<file path="config.mk">
export PLATFORM = sky130hd
export DESIGN_NAME = redriver_cfg_regs
export DESIGN_NICKNAME = d
export VERILOG_FILES = /design/src/inc/redriver_cfg_pkg.sv /design/src/inc/chan_ctrl_if.sv /design/src/chan_steer.sv /design/src/redriver_cfg_regs.sv
export SDC_FILE = /design/constraint.sdc
export NUM_CORES = 1
export LEC_CHECK = 0
export ABC_AREA = 1
export BUFFER_PORTS_ARGS = -buffer_cell sky130_fd_sc_hd__buf_2
export CAP_MARGIN = 20
export CORE_ASPECT_RATIO = 0.8
export CORE_UTILIZATION = 30
export DETAILED_ROUTE_END_ITERATION = 8
export PLACE_DENSITY = 0.61
export SYNTH_ARGS = -nofsm -noshare
export SYNTH_HDL_FRONTEND = slang
export SYNTH_SLANG_ARGS = --single-unit
</file>
<file path="constraint.sdc">
create_clock -name i_clk -period 1.6 [get_ports i_clk]
set_input_delay 0.16 -clock i_clk [delete_from_list [all_inputs] [get_ports i_clk]]
set_output_delay 0.16 -clock i_clk [all_outputs]
set_load 0.005 [all_outputs]
</file>
<file path="src/inc/redriver_cfg_pkg.sv">
// Constants for the redriver general configuration register bank.
// Assumes one 100 MHz clock and a synchronous active-high reset.
package redriver_cfg_pkg;
  localparam logic [7:0] LANE_CFG_OFS    = 8'h0A;
  localparam logic [7:0] CHAN_REV_OFS    = 8'h0B;
  localparam logic [7:0] GAIN_ROLE_OFS   = 8'h0C;
  localparam logic [7:0] LANE_CFG_RST    = 8'h01;
  localparam logic [7:0] CHAN_REV_RST    = 8'h00;
  localparam logic [7:0] GAIN_ROLE_RST   = 8'h00;
  localparam logic [7:0] LANE_CFG_MASK   = 8'h7F;
  localparam logic [7:0] CHAN_REV_MASK   = 8'h0F;
  localparam logic [7:0] GAIN_ROLE_MASK  = 8'h7F;
  localparam int         SEL_LSB         = 0;
  localparam int         FLIP_BIT        = 2;
  localparam int         HP_FORCE_BIT    = 3;
  localparam int         EQ_SRC_BIT      = 4;
  localparam int         GLOBAL_REV_BIT  = 5;
  localparam int         CABLE_BIT       = 6;
  localparam int         ROLE_LSB        = 0;
  localparam int         GAIN_LSB        = 2;
  localparam int         GAIN_SRC_BIT    = 6;
  localparam int         NUM_CHAN        = 4;
  localparam logic [1:0] SEL_OFF         = 2'h0;
  localparam logic [1:0] SEL_USB         = 2'h1;
  localparam logic [1:0] SEL_DP4         = 2'h2;
  localparam logic [1:0] SEL_DP2_USB     = 2'h3;
  localparam logic [2:0] LANES_0         = 3'h0;
  localparam logic [2:0] LANES_2         = 3'h2;
  localparam logic [2:0] LANES_4         = 3'h4;
  localparam logic [3:0] BITS_PER_BYTE   = 4'h8;
  localparam logic [6:0] SLAVE_ADDR_DEF  = 7'h44;  // Arbitrary default bus address.
endpackage

</file>
<file path="src/inc/chan_ctrl_if.sv">
// Carrier between the register bank and one channel steering slice.
// Assumes the bank drives the request side and the slice the result side.
`timescale 1ns/1ps
`default_nettype none
interface chan_ctrl_if;
  logic       rev;       // Channel reversed.
  logic       use_reg;   // Equalization taken from registers.
  logic [3:0] strap_eq;  // Sampled equalization strap code.
  logic [3:0] reg_eq_a;  // Register equalization, port A.
  logic [3:0] reg_eq_b;  // Register equalization, port B.
  logic       out_rev;   // Registered direction.
  logic [3:0] out_eq_a;  // Registered equalization, port A.
  logic [3:0] out_eq_b;  // Registered equalization, port B.
  modport bank  (output rev, use_reg, strap_eq, reg_eq_a, reg_eq_b,
                 input out_rev, out_eq_a, out_eq_b);
  modport slice (input rev, use_reg, strap_eq, reg_eq_a, reg_eq_b,
                 output out_rev, out_eq_a, out_eq_b);
endinterface
`default_nettype wire

</file>
<file path="src/chan_steer.sv">
// One channel slice: picks its equalization source and applies reversal.
// Assumes request signals come from the register bank on the same clock.
`timescale 1ns/1ps
`default_nettype none
module chan_steer (
  input  wire logic  i_clk, // System clock.
  input  wire logic  i_rst, // Synchronous reset, active high.
  chan_ctrl_if.slice c      // Channel request and result.
);
  import redriver_cfg_pkg::*;

  logic [3:0] eq_a;
  logic [3:0] eq_b;

  assign eq_a = c.use_reg ? c.reg_eq_a : c.strap_eq;
  assign eq_b = c.use_reg ? c.reg_eq_b : c.strap_eq;

  always_ff @(posedge i_clk) begin
    if (i_rst) begin
      c.out_rev  <= 1'b0;
      c.out_eq_a <= 4'h0;
      c.out_eq_b <= 4'h0;
    end else begin
      c.out_rev  <= c.rev;
      c.out_eq_a <= c.rev ? eq_b : eq_a;
      c.out_eq_b <= c.rev ? eq_a : eq_b;
    end
  end

  chk_eq_source: assert property (@(posedge i_clk) disable iff (i_rst)
    (!c.use_reg && !c.rev) |=> (c.out_eq_a == $past(c.strap_eq)))
    else $error("strap equalization not applied");
  chk_chan_swap: assert property (@(posedge i_clk) disable iff (i_rst)
    (c.use_reg && c.rev) |=> (c.out_eq_a == $past(c.reg_eq_b) && c.out_rev))
    else $error("reversed channel settings not swapped");
endmodule
`default_nettype wire

</file>
<file path="src/redriver_cfg_regs.sv">
// General configuration register bank of a four-channel redriver, on I2C.
// Assumes SCL is far slower than i_clk and that SDA is a wired-AND bus.
// Behaviour
// - select 00 disables all lanes.
// - lane select resets to USB only.
// - 10 gives four display, 11 two plus USB.
// - cable bit enables snoop and hotplug control.
// - cable with hotplug high, snoop off and a USB link gives two lanes.
// - cable with hotplug high and no USB link gives four lanes.
// - global bit reverses every channel.
// - equalization from straps or registers.
// - hotplug force bit holds status high.
// - flip bit drives lane orientation mapping.
// - per-channel bit swaps direction and equalization.
// - reverse bit index equals channel index.
// - swing/gain source from pins or register.
// - swing/gain reads pins unless overridden.
// - swing/gain packs two pin codes.
// - role field selects alternate mode.
`timescale 1ns/1ps
`default_nettype none
module redriver_cfg_regs #(
  parameter logic [6:0] SLAVE_ADDR = redriver_cfg_pkg::SLAVE_ADDR_DEF // Bus address.
) (
  input  wire logic        i_clk,          // System clock, 100 MHz.
  input  wire logic        i_rst,          // Synchronous reset, active high.
  input  wire logic        i_scl,          // I2C clock pin.
  input  wire logic        i_sda,          // I2C data pin level.
  output logic             o_sda,          // I2C data drive value, always 0.
  output logic             o_sda_oe,       // I2C data pull-low enable.
  input  wire logic        i_hotplug,      // Hotplug input pin.
  input  wire logic        i_orient,       // Orientation pin.
  input  wire logic [3:0]  i_eq_strap,     // Equalization strap code.
  input  wire logic [1:0]  i_cfg1,         // Gain pin 1 code.
  input  wire logic [1:0]  i_cfg0,         // Gain pin 0 code.
  input  wire logic        i_snoop_off,    // Auxiliary snooping disabled.
  input  wire logic        i_usb_ss,       // USB SuperSpeed link present.
  input  wire logic [2:0]  i_snoop_lanes,  // Snooped display lane count.
  input  wire logic [15:0] i_eq_reg_a,     // Register equalization, port A.
  input  wire logic [15:0] i_eq_reg_b,     // Register equalization, port B.
  output logic             o_usb_en,       // USB lanes enabled.
  output logic [2:0]       o_dp_lanes,     // Display lanes enabled.
  output logic             o_hotplug,      // Internal hotplug status.
  output logic             o_flip,         // Lane orientation flipped.
  output logic [3:0]       o_swing_gain,   // Swing and DC gain in use.
  output logic [1:0]       o_alt_role,     // Alternate-mode role.
  output logic [3:0]       o_chan_rev,     // Per-channel reversed.
  output logic [15:0]      o_chan_eq_a,    // Per-channel equalization, port A.
  output logic [15:0]      o_chan_eq_b     // Per-channel equalization, port B.
);
  import redriver_cfg_pkg::*;

  typedef enum {ST_IDLE, ST_ADDR, ST_ACK, ST_SUB, ST_WR, ST_RD, ST_RACK} i2c_st_t;

  logic [11:0] pin_s1_r;
  logic [11:0] pin_s2_r;
  logic        scl_d_r;
  logic        sda_d_r;
  logic        scl_s;
  logic        sda_s;
  logic        scl_rise;
  logic        scl_fall;
  logic        start_c;
  logic        stop_c;
  i2c_st_t     st_r;
  i2c_st_t     next_st_r;
  logic [3:0]  cnt_r;
  logic [7:0]  sh_r;
  logic [7:0]  ptr_r;
  logic        wr_en;
  logic [7:0]  rdata;
  logic [7:0]  lane_cfg_r;
  logic [7:0]  chan_rev_r;
  logic [7:0]  gain_role_r;
  logic [3:0]  pin_gain;
  logic [3:0]  gain_view;
  logic        hp_status;
  logic [1:0]  sel;
  logic        cable;

  // Pins are asynchronous; stage one feeds stage two only.
  always_ff @(posedge i_clk) begin
    if (i_rst) begin
      pin_s1_r <= 12'hFFF;
      pin_s2_r <= 12'hFFF;
    end else begin
      pin_s1_r <= {i_scl, i_sda, i_hotplug, i_orient, i_eq_strap, i_cfg1, i_cfg0};
      pin_s2_r <= pin_s1_r;
    end
  end

  assign scl_s = pin_s2_r[11];
  assign sda_s = pin_s2_r[10];

  always_ff @(posedge i_clk) begin
    if (i_rst) begin
      scl_d_r <= 1'b1;
      sda_d_r <= 1'b1;
    end else begin
      scl_d_r <= scl_s;
      sda_d_r <= sda_s;
    end
  end

  assign scl_rise = scl_s && !scl_d_r;
  assign scl_fall = !scl_s && scl_d_r;
  assign start_c  = scl_s && scl_d_r && sda_d_r && !sda_s;
  assign stop_c   = scl_s && scl_d_r && !sda_d_r && sda_s;
  assign o_sda    = 1'b0;

  // pin codes packed high then low.
  assign pin_gain  = {pin_s2_r[3:2], pin_s2_r[1:0]};
  assign gain_view = gain_role_r[GAIN_SRC_BIT] ? gain_role_r[GAIN_LSB +: 4] : pin_gain;

  always_comb begin
    case (ptr_r)
      LANE_CFG_OFS:  rdata = lane_cfg_r & LANE_CFG_MASK;
      CHAN_REV_OFS:  rdata = chan_rev_r & CHAN_REV_MASK;
      GAIN_ROLE_OFS: rdata = {1'b0, gain_role_r[GAIN_SRC_BIT], gain_view,
                              gain_role_r[ROLE_LSB +: 2]};
      default:       rdata = 8'h00;
    endcase
  end

  // write byte taken after eighth data bit.
  assign wr_en = scl_fall && (st_r == ST_WR) && (cnt_r == BITS_PER_BYTE);

  // Byte-level I2C slave; every byte addressed to us is acknowledged.
  always_ff @(posedge i_clk) begin
    if (i_rst) begin
      st_r      <= ST_IDLE;
      next_st_r <= ST_IDLE;
      cnt_r     <= 4'h0;
      sh_r      <= 8'h00;
      ptr_r     <= 8'h00;
      o_sda_oe  <= 1'b0;
    end else if (start_c) begin
      st_r     <= ST_ADDR;
      cnt_r    <= 4'h0;
      o_sda_oe <= 1'b0;
    end else if (stop_c) begin
      st_r     <= ST_IDLE;
      o_sda_oe <= 1'b0;
    end else begin
      case (st_r)
        ST_ADDR, ST_SUB, ST_WR: begin
          if (scl_rise) begin
            sh_r  <= {sh_r[6:0], sda_s};
            cnt_r <= cnt_r + 4'h1;
          end else if (scl_fall && cnt_r == BITS_PER_BYTE) begin
            o_sda_oe <= 1'b1;
            st_r     <= ST_ACK;
            if (st_r == ST_ADDR) begin
              if (sh_r[7:1] != SLAVE_ADDR) begin
                o_sda_oe <= 1'b0;
                st_r     <= ST_IDLE;
              end
              next_st_r <= sh_r[0] ? ST_RD : ST_SUB;
            end else if (st_r == ST_SUB) begin
              ptr_r     <= sh_r;
              next_st_r <= ST_WR;
            end else begin
              ptr_r     <= ptr_r + 8'h01;
              next_st_r <= ST_WR;
            end
          end
        end
        ST_ACK: begin
          if (scl_fall) begin
            cnt_r <= 4'h0;
            st_r  <= next_st_r;
            if (next_st_r == ST_RD) begin
              sh_r     <= rdata;
              ptr_r    <= ptr_r + 8'h01;
              o_sda_oe <= !rdata[7];
            end else begin
              o_sda_oe <= 1'b0;
            end
          end
        end
        ST_RD: begin
          if (scl_rise) begin
            sh_r  <= {sh_r[6:0], 1'b0};
            cnt_r <= cnt_r + 4'h1;
          end else if (scl_fall) begin
            if (cnt_r == BITS_PER_BYTE) begin
              o_sda_oe <= 1'b0;
              st_r     <= ST_RACK;
            end else begin
              o_sda_oe <= !sh_r[7];
            end
          end
        end
        ST_RACK: begin
          if (scl_rise && sda_s) begin
            st_r <= ST_IDLE;
          end else if (scl_fall) begin
            sh_r     <= rdata;
            ptr_r    <= ptr_r + 8'h01;
            cnt_r    <= 4'h0;
            o_sda_oe <= !rdata[7];
            st_r     <= ST_RD;
          end
        end
        default: begin
          o_sda_oe <= 1'b0;
        end
      endcase
    end
  end

  // lane configuration resets to USB only.
  always_ff @(posedge i_clk) begin
    if (i_rst) begin
      lane_cfg_r <= LANE_CFG_RST;
    end else if (wr_en && ptr_r == LANE_CFG_OFS) begin
      lane_cfg_r <= sh_r & LANE_CFG_MASK;
    end
  end

  always_ff @(posedge i_clk) begin
    if (i_rst) begin
      chan_rev_r <= CHAN_REV_RST;
    end else if (wr_en && ptr_r == CHAN_REV_OFS) begin
      chan_rev_r <= sh_r & CHAN_REV_MASK;
    end
  end

  // gain field writable only under override.
  always_ff @(posedge i_clk) begin
    if (i_rst) begin
      gain_role_r <= GAIN_ROLE_RST;
    end else if (wr_en && ptr_r == GAIN_ROLE_OFS) begin
      gain_role_r[GAIN_SRC_BIT]     <= sh_r[GAIN_SRC_BIT];
      gain_role_r[ROLE_LSB +: 2]    <= sh_r[ROLE_LSB +: 2];
      if (sh_r[GAIN_SRC_BIT]) begin
        gain_role_r[GAIN_LSB +: 4] <= sh_r[GAIN_LSB +: 4];
      end
    end
  end

  assign sel   = lane_cfg_r[SEL_LSB +: 2];
  assign cable = lane_cfg_r[CABLE_BIT];
  assign hp_status = lane_cfg_r[HP_FORCE_BIT] | pin_s2_r[9];

  // select picks display and USB lanes.
  // cable mode uses snoop and hotplug.
  // two lanes when hotplug is high, snoop is off and a USB link is present.
  // four lanes with hotplug high and no USB link.
  always_ff @(posedge i_clk) begin
    if (i_rst) begin
      o_usb_en   <= 1'b0;
      o_dp_lanes <= LANES_0;
    end else if (cable) begin
      o_usb_en <= i_usb_ss;
      if (!hp_status) begin
        o_dp_lanes <= LANES_0;
      end else if (!i_usb_ss) begin
        o_dp_lanes <= LANES_4;
      end else if (i_snoop_off || i_snoop_lanes > LANES_2) begin
        o_dp_lanes <= LANES_2;
      end else begin
        o_dp_lanes <= i_snoop_lanes;
      end
    end else begin
      o_usb_en   <= (sel == SEL_USB) || (sel == SEL_DP2_USB);
      o_dp_lanes <= (sel == SEL_DP4) ? LANES_4 :
                    (sel == SEL_DP2_USB) ? LANES_2 : LANES_0;
    end
  end

  always_ff @(posedge i_clk) begin
    if (i_rst) begin
      o_hotplug    <= 1'b0;
      o_flip       <= 1'b0;
      o_swing_gain <= 4'h0;
      o_alt_role   <= 2'h0;
    end else begin
      o_hotplug    <= hp_status;
      o_flip       <= lane_cfg_r[FLIP_BIT] | pin_s2_r[8];
      o_swing_gain <= gain_view;
      o_alt_role   <= gain_role_r[ROLE_LSB +: 2];
    end
  end

  chan_ctrl_if ch_if [NUM_CHAN] ();

  for (genvar g = 0; g < NUM_CHAN; g++) begin : g_chan
    assign ch_if[g].rev      = lane_cfg_r[GLOBAL_REV_BIT] | chan_rev_r[g];
    assign ch_if[g].use_reg  = lane_cfg_r[EQ_SRC_BIT];
    assign ch_if[g].strap_eq = pin_s2_r[7:4];
    assign ch_if[g].reg_eq_a = i_eq_reg_a[4*g +: 4];
    assign ch_if[g].reg_eq_b = i_eq_reg_b[4*g +: 4];
    assign o_chan_rev[g]         = ch_if[g].out_rev;
    assign o_chan_eq_a[4*g +: 4] = ch_if[g].out_eq_a;
    assign o_chan_eq_b[4*g +: 4] = ch_if[g].out_eq_b;
    chan_steer u_chan (
      .i_clk (i_clk),
      .i_rst (i_rst),
      .c     (ch_if[g])
    );
  end

  chk_lane_off: assert property (@(posedge i_clk) disable iff (i_rst)
    (sel == SEL_OFF && !cable) |=> (!o_usb_en && o_dp_lanes == LANES_0))
    else $error("disabled select left a lane on");
  chk_lane_reset: assert property (@(posedge i_clk) disable iff (i_rst)
    $fell(i_rst) |-> (lane_cfg_r == LANE_CFG_RST && !o_usb_en ##1 o_usb_en))
    else $error("lane select reset value wrong");
  chk_dp_four: assert property (@(posedge i_clk) disable iff (i_rst)
    (sel == SEL_DP4 && !cable) |=> (o_dp_lanes == LANES_4 && !o_usb_en))
    else $error("four display lanes not enabled");
  chk_cable_two: assert property (@(posedge i_clk) disable iff (i_rst)
    (cable && hp_status && i_snoop_off && i_usb_ss) |=> (o_dp_lanes == LANES_2))
    else $error("cable mode did not give two lanes");
  chk_cable_four: assert property (@(posedge i_clk) disable iff (i_rst)
    (cable && hp_status && !i_usb_ss) |=> (o_dp_lanes == LANES_4 && !o_usb_en))
    else $error("cable mode did not give four lanes");
  chk_global_rev: assert property (@(posedge i_clk) disable iff (i_rst)
    lane_cfg_r[GLOBAL_REV_BIT] |=> (o_chan_rev == 4'hF))
    else $error("global reverse missed a channel");
  chk_hp_force: assert property (@(posedge i_clk) disable iff (i_rst)
    lane_cfg_r[HP_FORCE_BIT] |=> o_hotplug)
    else $error("forced hotplug not high");
  chk_gain_view: assert property (@(posedge i_clk) disable iff (i_rst)
    (!gain_role_r[GAIN_SRC_BIT] && ptr_r == GAIN_ROLE_OFS) |-> (rdata[5:2] == pin_gain))
    else $error("gain readback not from pins");
  chk_rsvd_zero: assert property (@(posedge i_clk) disable iff (i_rst)
    (lane_cfg_r[7] == 1'b0 && chan_rev_r[7:4] == 4'h0 && gain_role_r[7] == 1'b0))
    else $error("reserved bit stored a one");
endmodule
`default_nettype wire

</file>
==> results by group, run 1 <==
Global routing
  – Initial antenna violation count: 0
  – Total track usage: 0.159
  – Maximum number of pins on one net before global-route repair: 42
  – Remaining global-route overflow: 0
  – Number of global-route vias before repair: 4,528
  – Global-route wire length before repair: 22.0 mm

Final layout
  – Nets@finish: 907
  – Post-route cell area: 7070 µm²
  – Fill cell count: roughly 1,600
  – Layout cells sized above 1: 0.311
  – P&R area growth vs syn: 40.0%
  – Commonest cells after routing, fill and taps aside: sky130_fd_sc_hd__nand2_1 (131), sky130_fd_sc_hd__dfxtp_1 (113), sky130_fd_sc_hd__buf_2 (99)
  – Most common cell after layout, fill and taps aside: sky130_fd_sc_hd__nand2_1
  – Util after Layout: 0.428
  – Number of antenna diodes: 0
  – Sequential Area: about 2400 µm²
  – Multi-input logic area: between 2000 and 2500 µm²

Setup path
  – Signal arrival time at the worst endpoint: a little under 2 ns
  – Top cell family by delay on the critical path: simple AND/OR/NAND/NOR gates
  – Startpoint types: flop
  – Highest-delay cell along the critical path: sky130_fd_sc_hd__dfxtp_2
  – Crit path required time: about 1.9 ns
  – Worst Path Buf+Inv: 3
  – Worst setup path category: reg -> reg
  – Crit-path cells: inv_2 > ha_4 > nand2_2 > nor2_2 > nand2_2 > nor2_1 > buf_4 > nand3_4 > buf_4 > a21oi_1
  – Sort of element at the end of the critical path: flop
  – Worst-path maximum fanout: 8
  – Maximum cell stage delay along the critical path: around 0.32 ns

Min path
  – Worst hold path class: in -> reg

Route
  – Total Routed Length: ~14 mm
  – Met1 wire length: just under 7 mm
  – Via density per instance: 4.61
  – Total number of vias: 4,986
  – Post-detailed-route wirelength per cell: between 10 and 15 µm
  – DRC violations left: 0
  – Iter 0 DRT Violations: 528
  – Remaining number of nets flagged by the antenna check after routing: 0
  – Detailed-routed wire length on met2: between 5 and 6 mm
  – Length of the first detailed-routing pass in iterations: 8
  – Highest layer used for signal routing: met4
  – Total length of routed met3 wires: about 820 µm

Timing
  – Min cycle time layout: 1.60 ns
  – Clock Skew: between 0.007 and 0.008 ns
  – Rel. slew slack: 0.557
  – Setup violation total in the final timing report: 0
  – Hold violation total from the final report: 0
  – Timing-limited maximum frequency: roughly 630 MHz
  – Total count of max-transition violations in the final report: 0
  – Final period util: 0.999
  – Unrepaired setup endpoints after global routing: yes
  – Pin slew with the least headroom to its limit: between 0.6 and 0.7 ns
  – Slack of the critical path: ~0.0019 ns

Job
  – Max-cap check violation count: 0

Place
  – Standard cell area after detailed placement: between 6000 and 7000 µm²
  – Post-placement setup slack: -0.0293 ns
  – Final HPWL from detailed placement: 9.75 mm
  – Count of port buffers added during placement: 99
  – Gpl congestion: around 0.84

Outcome
  – Outcome: finished, final reports clean

Yosys
  – Register area share after synthesis: 0.472
  – Mean Syn Cell Area: around 7.4 µm²
  – Number of warnings reported in the yosys synthesis log: 0
  – Count of state elements after synthesis: about 120
  – EDFF count, synth: 0
  – Fraction of registers with async set or reset after synthesis: 0
  – Post-Syn Instances: around 690
  – Mapped Area: 5050 µm²
  – Net count after synthesis: 742
  – Number of unique standard cell types used by synthesis: 33
  – Top flip-flop cell by instance count after synthesis: sky130_fd_sc_hd__dfxtp_1

Die
  – Total die area: between 15,000 and 20,000 µm²
  – Die boundary height: between 100 and 150 µm
  – Placeable Area: 16,500 µm²
  – Boundary pin count: roughly 100
  – Initial core utilization: 0.306
  – Site row count: 42
  – Die Wd: 147 µm

Clocking
  – H-tree levels: 4
  – Max Root-Sink Buffers: 2
  – Root buffer selected by CTS: sky130_fd_sc_hd__clkbuf_16
  – Clock tree from TritonCTS: yes
  – CTS sink count: 119
  – Insertion delay of the later-clocked pin in the worst-skew pair: roughly 0.40 ns
  – CTS buffer count: 17
  – Clock slew seen by the registers of the worst setup and hold paths: 0.05 ns

Power and ir drop
  – Leakage component of the power: 3.34 nW
  – Power density cells: 1320 nW/µm²
  – Worst voltage drop across the vdd grid: ~0.97 mV
Yosys cell counts, types with 5 or more instances:
library cell / count / share of area
sky130_fd_sc_hd__o22ai_1: 32 / 0.040
sky130_fd_sc_hd__a21oi_1: 70 / 0.069
sky130_fd_sc_hd__inv_1: 67 / 0.050
sky130_fd_sc_hd__buf_4: 7 / 0.010
sky130_fd_sc_hd__nand2_2: 8 / 0.0099
sky130_fd_sc_hd__dfxtp_1: 119 / 0.47
sky130_fd_sc_hd__clkbuf_1: 15 / 0.011
sky130_fd_sc_hd__nand2_1: 137 / 0.10
sky130_fd_sc_hd__or2_2: 24 / 0.030
sky130_fd_sc_hd__nand3_1: 45 / 0.045
sky130_fd_sc_hd__nor2_1: 87 / 0.065
sky130_fd_sc_hd__ha_1: 5 / 0.012
sky130_fd_sc_hd__o21ai_0: 31 / 0.031
through the flow:
stage               total power [mW]  hold WS [ns]  TNS, ns  instances
finish                          9.34        0.0217        0       1081
global route                    9.77       0.00227    -1.34       1081
CTS                             9.23       0.00800   -0.119       1074
detailed placement              5.02         0.345  -0.0448       1029
global placement                5.02         0.344   -0.116       1029
floorplan                       4.35         0.264        0        686
final timing paths:
check / start / endpoint / slack [ns] / depth (start not counted)
worst max-delay path: cnt_r[1]$_SDFFE_PP0P_ / gain_role_r[3]$_SDFFE_PP0P_ / 0.002 / 10
worst min-delay path: i_snoop_lanes[0] / o_dp_lanes[0]$_SDFF_PP0_ / 0.02 / 2
worst max register to register: cnt_r[1]$_SDFFE_PP0P_ / gain_role_r[3]$_SDFFE_PP0P_ / 0.002 / 10
worst min register to register: pin_s1_r[5]$_SDFF_PP1_ / pin_s2_r[5]$_SDFF_PP1_ / 0.40 / 1
layout make-up:
type / instances / area share
Clock inverter: 9 / 0.0246
Inverter: 72 / 0.0386
Tap cell: 220 / 0.0389
Multi-Input combinational cell: 470 / 0.339
Timing Repair Buffer: 171 / 0.155
Clock buffer: 20 / 0.0660
Sequential cell: 119 / 0.338
timing repair:
item / 4_1_cts / 5_1_grt
hold buffers: 13 / 0
endpoints found under the setup margin: 14 / 44
cloned: 0 / 1
gates resized for setup: 5 / 50
pin swaps: 3 / 25
hold endpoints to repair: 13 / 0
setup buffers: 3 / 6
logic make-up (layout without fill, tap and decap cells):
| group | count (synthesis) | in the layout | share of synthesized area |
|---|---|---|---|
| compound gates | 140 | 140 | 0.150 |
| fa+ha+maj | 5 | 5 | 0.0124 |
| buf+inv | 98 | 272 | 0.0791 |
| simple gates | 320 | 321 | 0.281 |
| flops | 119 | 119 | 0.472 |
| xor+xnor | 3 | 3 | 0.00521 |
| other cells | 1 | 1 | 0.000743 |
state kept, by name, summed over array words and instances, names as in the netlist, 7 cells and up:
signal and flops:
pin_s2_r 12, g_chan.u_chan.c.out_eq_b 16, gain_role_r 7, g_chan.u_chan.c.out_eq_a 16
lane_cfg_r 7, pin_s1_r 12, sh_r 8, ptr_r 8
power by group:
group,internal [mW],switching [mW],total (mW)
registers,3.19,0.207,3.40
logic,0.745,1.05,1.79
clock network,2.85,1.30,4.15
routing by layer:
layer | GRT usage | vias up
li1 | - | 2570
met1 | 0.228 | 2242
met2 | 0.226 | 161
met3 | 0.0484 | 13
met4 | 0.0432 | 0
met5 | 0 | -
Note: power is estimated with default switching activity, not from simulation.
==> inputs of run 2 (changes only) <==
- CTS_BUF_LIST: not set -> sky130_fd_sc_hd__clkbuf_2
==> run 2 against run 1 <==
Combinational power grew 7%. Non-clock buffer count rose by 39. Via count increased by 3.6%. Worst setup slack better by 0.0071 ns. Total power is 19% lower. Highest routed layer unchanged. Die area did not move. Final cell count increased by 3.7%. Hold slack improved by 0.15 ns. Maximum frequency up 0.44%. Core utilization grew 0.51 points. Global-route usage increased by 0.80 points. Critical endpoint is now ptr_r[0]$_SDFFE_PP0P_. Count of clock-buffer cells in the layout is 3 lower.
==> results by group, run 2 (synthesis results as in run 1) <==
Outcome
  – Outcome: finished, final reports clean

Timing
  – Final period util: 0.994 (-0.00441)
  – Rel. slew slack: 0.550 (-0.00638)
  – Pin slew with the least headroom to its limit: 0.672 ns (+0.00954 ns)
  – Total count of max-transition violations in the final report: 0 (unchanged)
  – Hold violation total from the final report: 0 (unchanged)
  – Setup violation total in the final timing report: 0 (unchanged)
  – Min cycle time layout: 1.59 ns (-0.00706 ns)
  – Timing-limited maximum frequency: 629 MHz (+0.44%)
  – Hold Worst Slack: 0.175 ns (+0.153 ns)
  – Unrepaired setup endpoints after global routing: yes
  – Clock Skew: 0.0289 ns (+0.0213 ns)

Final layout
  – Sequential Area: 2390 µm² (+0.16%)
  – Nets@finish: 946 (+4.3%)
  – Fin cells: 1,121 (+3.7%)
  – Most common cell after layout, fill and taps aside: sky130_fd_sc_hd__nand2_1
  – Registers with the most flip-flops: g_chan.u_chan.c.out_eq_a: 16 flops, g_chan.u_chan.c.out_eq_b: 16 flops
  – Util after Layout: 0.433 (+0.00508)
  – Commonest cells after routing, fill and taps aside: sky130_fd_sc_hd__nand2_1 (126), sky130_fd_sc_hd__dfxtp_1 (110), sky130_fd_sc_hd__buf_2 (99)
  – Fill cell count: 1,645 (+0.43%)
  – Layout cells sized above 1: 0.314 (+0.00318)
  – P&R area growth vs syn: 41.7%
  – Multi-input logic area: 2450 µm² (+2.2%)

Clocking
  – Clock slew seen by the registers of the worst setup and hold paths: 0.19 ns (+0.14 ns)
  – CTS buffer count: 17 (unchanged)
  – Root buffer selected by CTS: sky130_fd_sc_hd__clkbuf_2
  – H-tree levels: 4 (unchanged)
  – Clock tree from TritonCTS: yes
  – CTS sink count: 119 (unchanged)
  – Max Root-Sink Buffers: 2 (unchanged)
  – Insertion delay of the later-clocked pin in the worst-skew pair: 0.68 ns (+0.28 ns)

Global routing
  – Met1 track utilization from global routing: 0.235 (+0.00609)
  – Layer with the highest usage: met2
  – Global-route wire length before repair: 22.8 mm (+4.0%)
  – Met3 global-route usage: 0.0430 (-0.00543)
  – Global Route met2 Usage: 0.240 (+0.0136)
  – Maximum number of pins on one net before global-route repair: 42 (unchanged)
  – Remaining global-route overflow: 0 (unchanged)
  – Initial antenna violation count: 1 (+1)
  – Total track usage: 0.167 (+0.00802)
  – Number of global-route vias before repair: 4,731 (+4.5%)

Die
  – Initial core utilization: 0.306 (unchanged)
  – Die boundary height: 118 µm (unchanged)
  – Placeable Area: 16,500 µm² (unchanged)
  – Boundary pin count: 101 (unchanged)
  – Total die area: 17,400 µm² (unchanged)
  – Site row count: 42 (unchanged)
  – Die Wd: 147 µm (unchanged)

Setup path
  – Signal arrival time at the worst endpoint: 2.20 ns (+0.27 ns)
  – Worst setup path category: reg -> reg
  – Sort of element at the end of the critical path: flop
  – Crit path required time: 2.20 ns (+0.27 ns)
  – Startpoint types: flop
  – Worst-path maximum fanout: 6 (-2)
  – Depth of the worst register-to-register path: 10 (unchanged)

Route
  – DRC violations left: 0 (unchanged)
  – Post-detailed-route wirelength per cell: 12.7 µm (+1.1%)
  – Total Routed Length: 14.3 mm (+4.8%)
  – Length of the first detailed-routing pass in iterations: 6 (-2)
  – Iter 0 DRT Violations: 450 (-15%)
  – Via density per instance: 4.61 (about the same)
  – Remaining number of nets flagged by the antenna check after routing: 0 (unchanged)
  – Total number of vias: 5,166 (+3.6%)

Min path
  – Number of cells traversed by the worst hold path: 3 (+1)
  – Worst hold path class: in -> reg

Power and ir drop
  – Leakage component of the power: 3.37 nW (+0.71%)
  – Power after layout: 7.57 mW (-19%)
  – Worst voltage drop across the vdd grid: 0.491 mV (-50%)
  – Power density cells: 1060 nW/µm² (-20%)

Place
  – Final HPWL from detailed placement: 9.75 mm (unchanged)
  – Gpl congestion: 0.842 (unchanged)
  – Count of port buffers added during placement: 99 (unchanged)
  – Placed instance count: 1,029 (unchanged)

Job
  – Max-cap check violation count: 0 (unchanged)
==> run 2: critical path, stage by stage (launching register included) <==
cell and delay [ns]:
sky130_fd_sc_hd__dfxtp_2 0.41, sky130_fd_sc_hd__inv_2 0.06, sky130_fd_sc_hd__nand2_2 0.10, sky130_fd_sc_hd__nor2_1 0.07
sky130_fd_sc_hd__nand2_1 0.05, sky130_fd_sc_hd__nand2_1 0.17, sky130_fd_sc_hd__nor2_4 0.28, sky130_fd_sc_hd__nand2_4 0.12
sky130_fd_sc_hd__inv_4 0.10, sky130_fd_sc_hd__nor2_1 0.04, sky130_fd_sc_hd__nor2_1 0.09
==> run 2: through the flow <==
| step | TNS, ns | setup WS [ns] | area, µm² |
|---|---|---|---|
| after floorplan | 0 | 0.0528 | 5050 |
| after global placement | -0.116 | -0.0463 | 6080 |
| after detailed placement | -0.0448 | -0.0293 | 6080 |
| after CTS | -0.0164 | -0.0117 | 6970 |
| after global routing | -1.43 | -0.0998 | 7150 |
| final | 0 | 0.00895 | 7150 |
==> run 2: per-layer routing <==
layer	wire [µm]	vias up
met1	7130	2301
met2	6060	197
met4	267	0
met3	823	26
met5	0	-
li1	-	2642
==> run 2: repair_timing <==
action / 4_1_cts / 5_1_grt
pin swaps: 9 / 22
gates resized for setup: 19 / 51
hold endpoints to repair: 63 / 0
hold buffers: 51 / 0
setup endpoints to repair: 17 / 44
gates cloned: 0 / 1
buffers inserted: 6 / 4
==> run 2: layout make-up <==
type,instances,area share
Antenna cell,1,0.000350
Clock buffer,17,0.0119
Clock inverter,12,0.0259
Inverter,72,0.0381
Multi-Input combinational cell,470,0.342
Sequential cell,119,0.335
Tap cell,220,0.0385
Timing Repair Buffer,210,0.209
==> run 2: path summary, 6_finish.rpt <==
path                                             start  slack [ns]                endpoint
worst max-delay path              st_r[0]$_SDFFE_PP0P_       0.009   ptr_r[0]$_SDFFE_PP0P_
worst min-delay path                         i_cfg0[1]        0.17  pin_s1_r[1]$_SDFF_PP1_
worst max register to register    st_r[0]$_SDFFE_PP0P_       0.009   ptr_r[0]$_SDFFE_PP0P_
worst min register to register  pin_s1_r[2]$_SDFF_PP1_        0.40  pin_s2_r[2]$_SDFF_PP1_
==> run 2: report_power, final <==
group	total, mW	internal (mW)	switching [mW]	leakage (nW)
combinational	1.92	0.831	1.09	2.22
clock	2.26	1.14	1.12	0.162
sequential	3.39	3.19	0.201	0.984
total	7.57	5.16	2.41	3.37
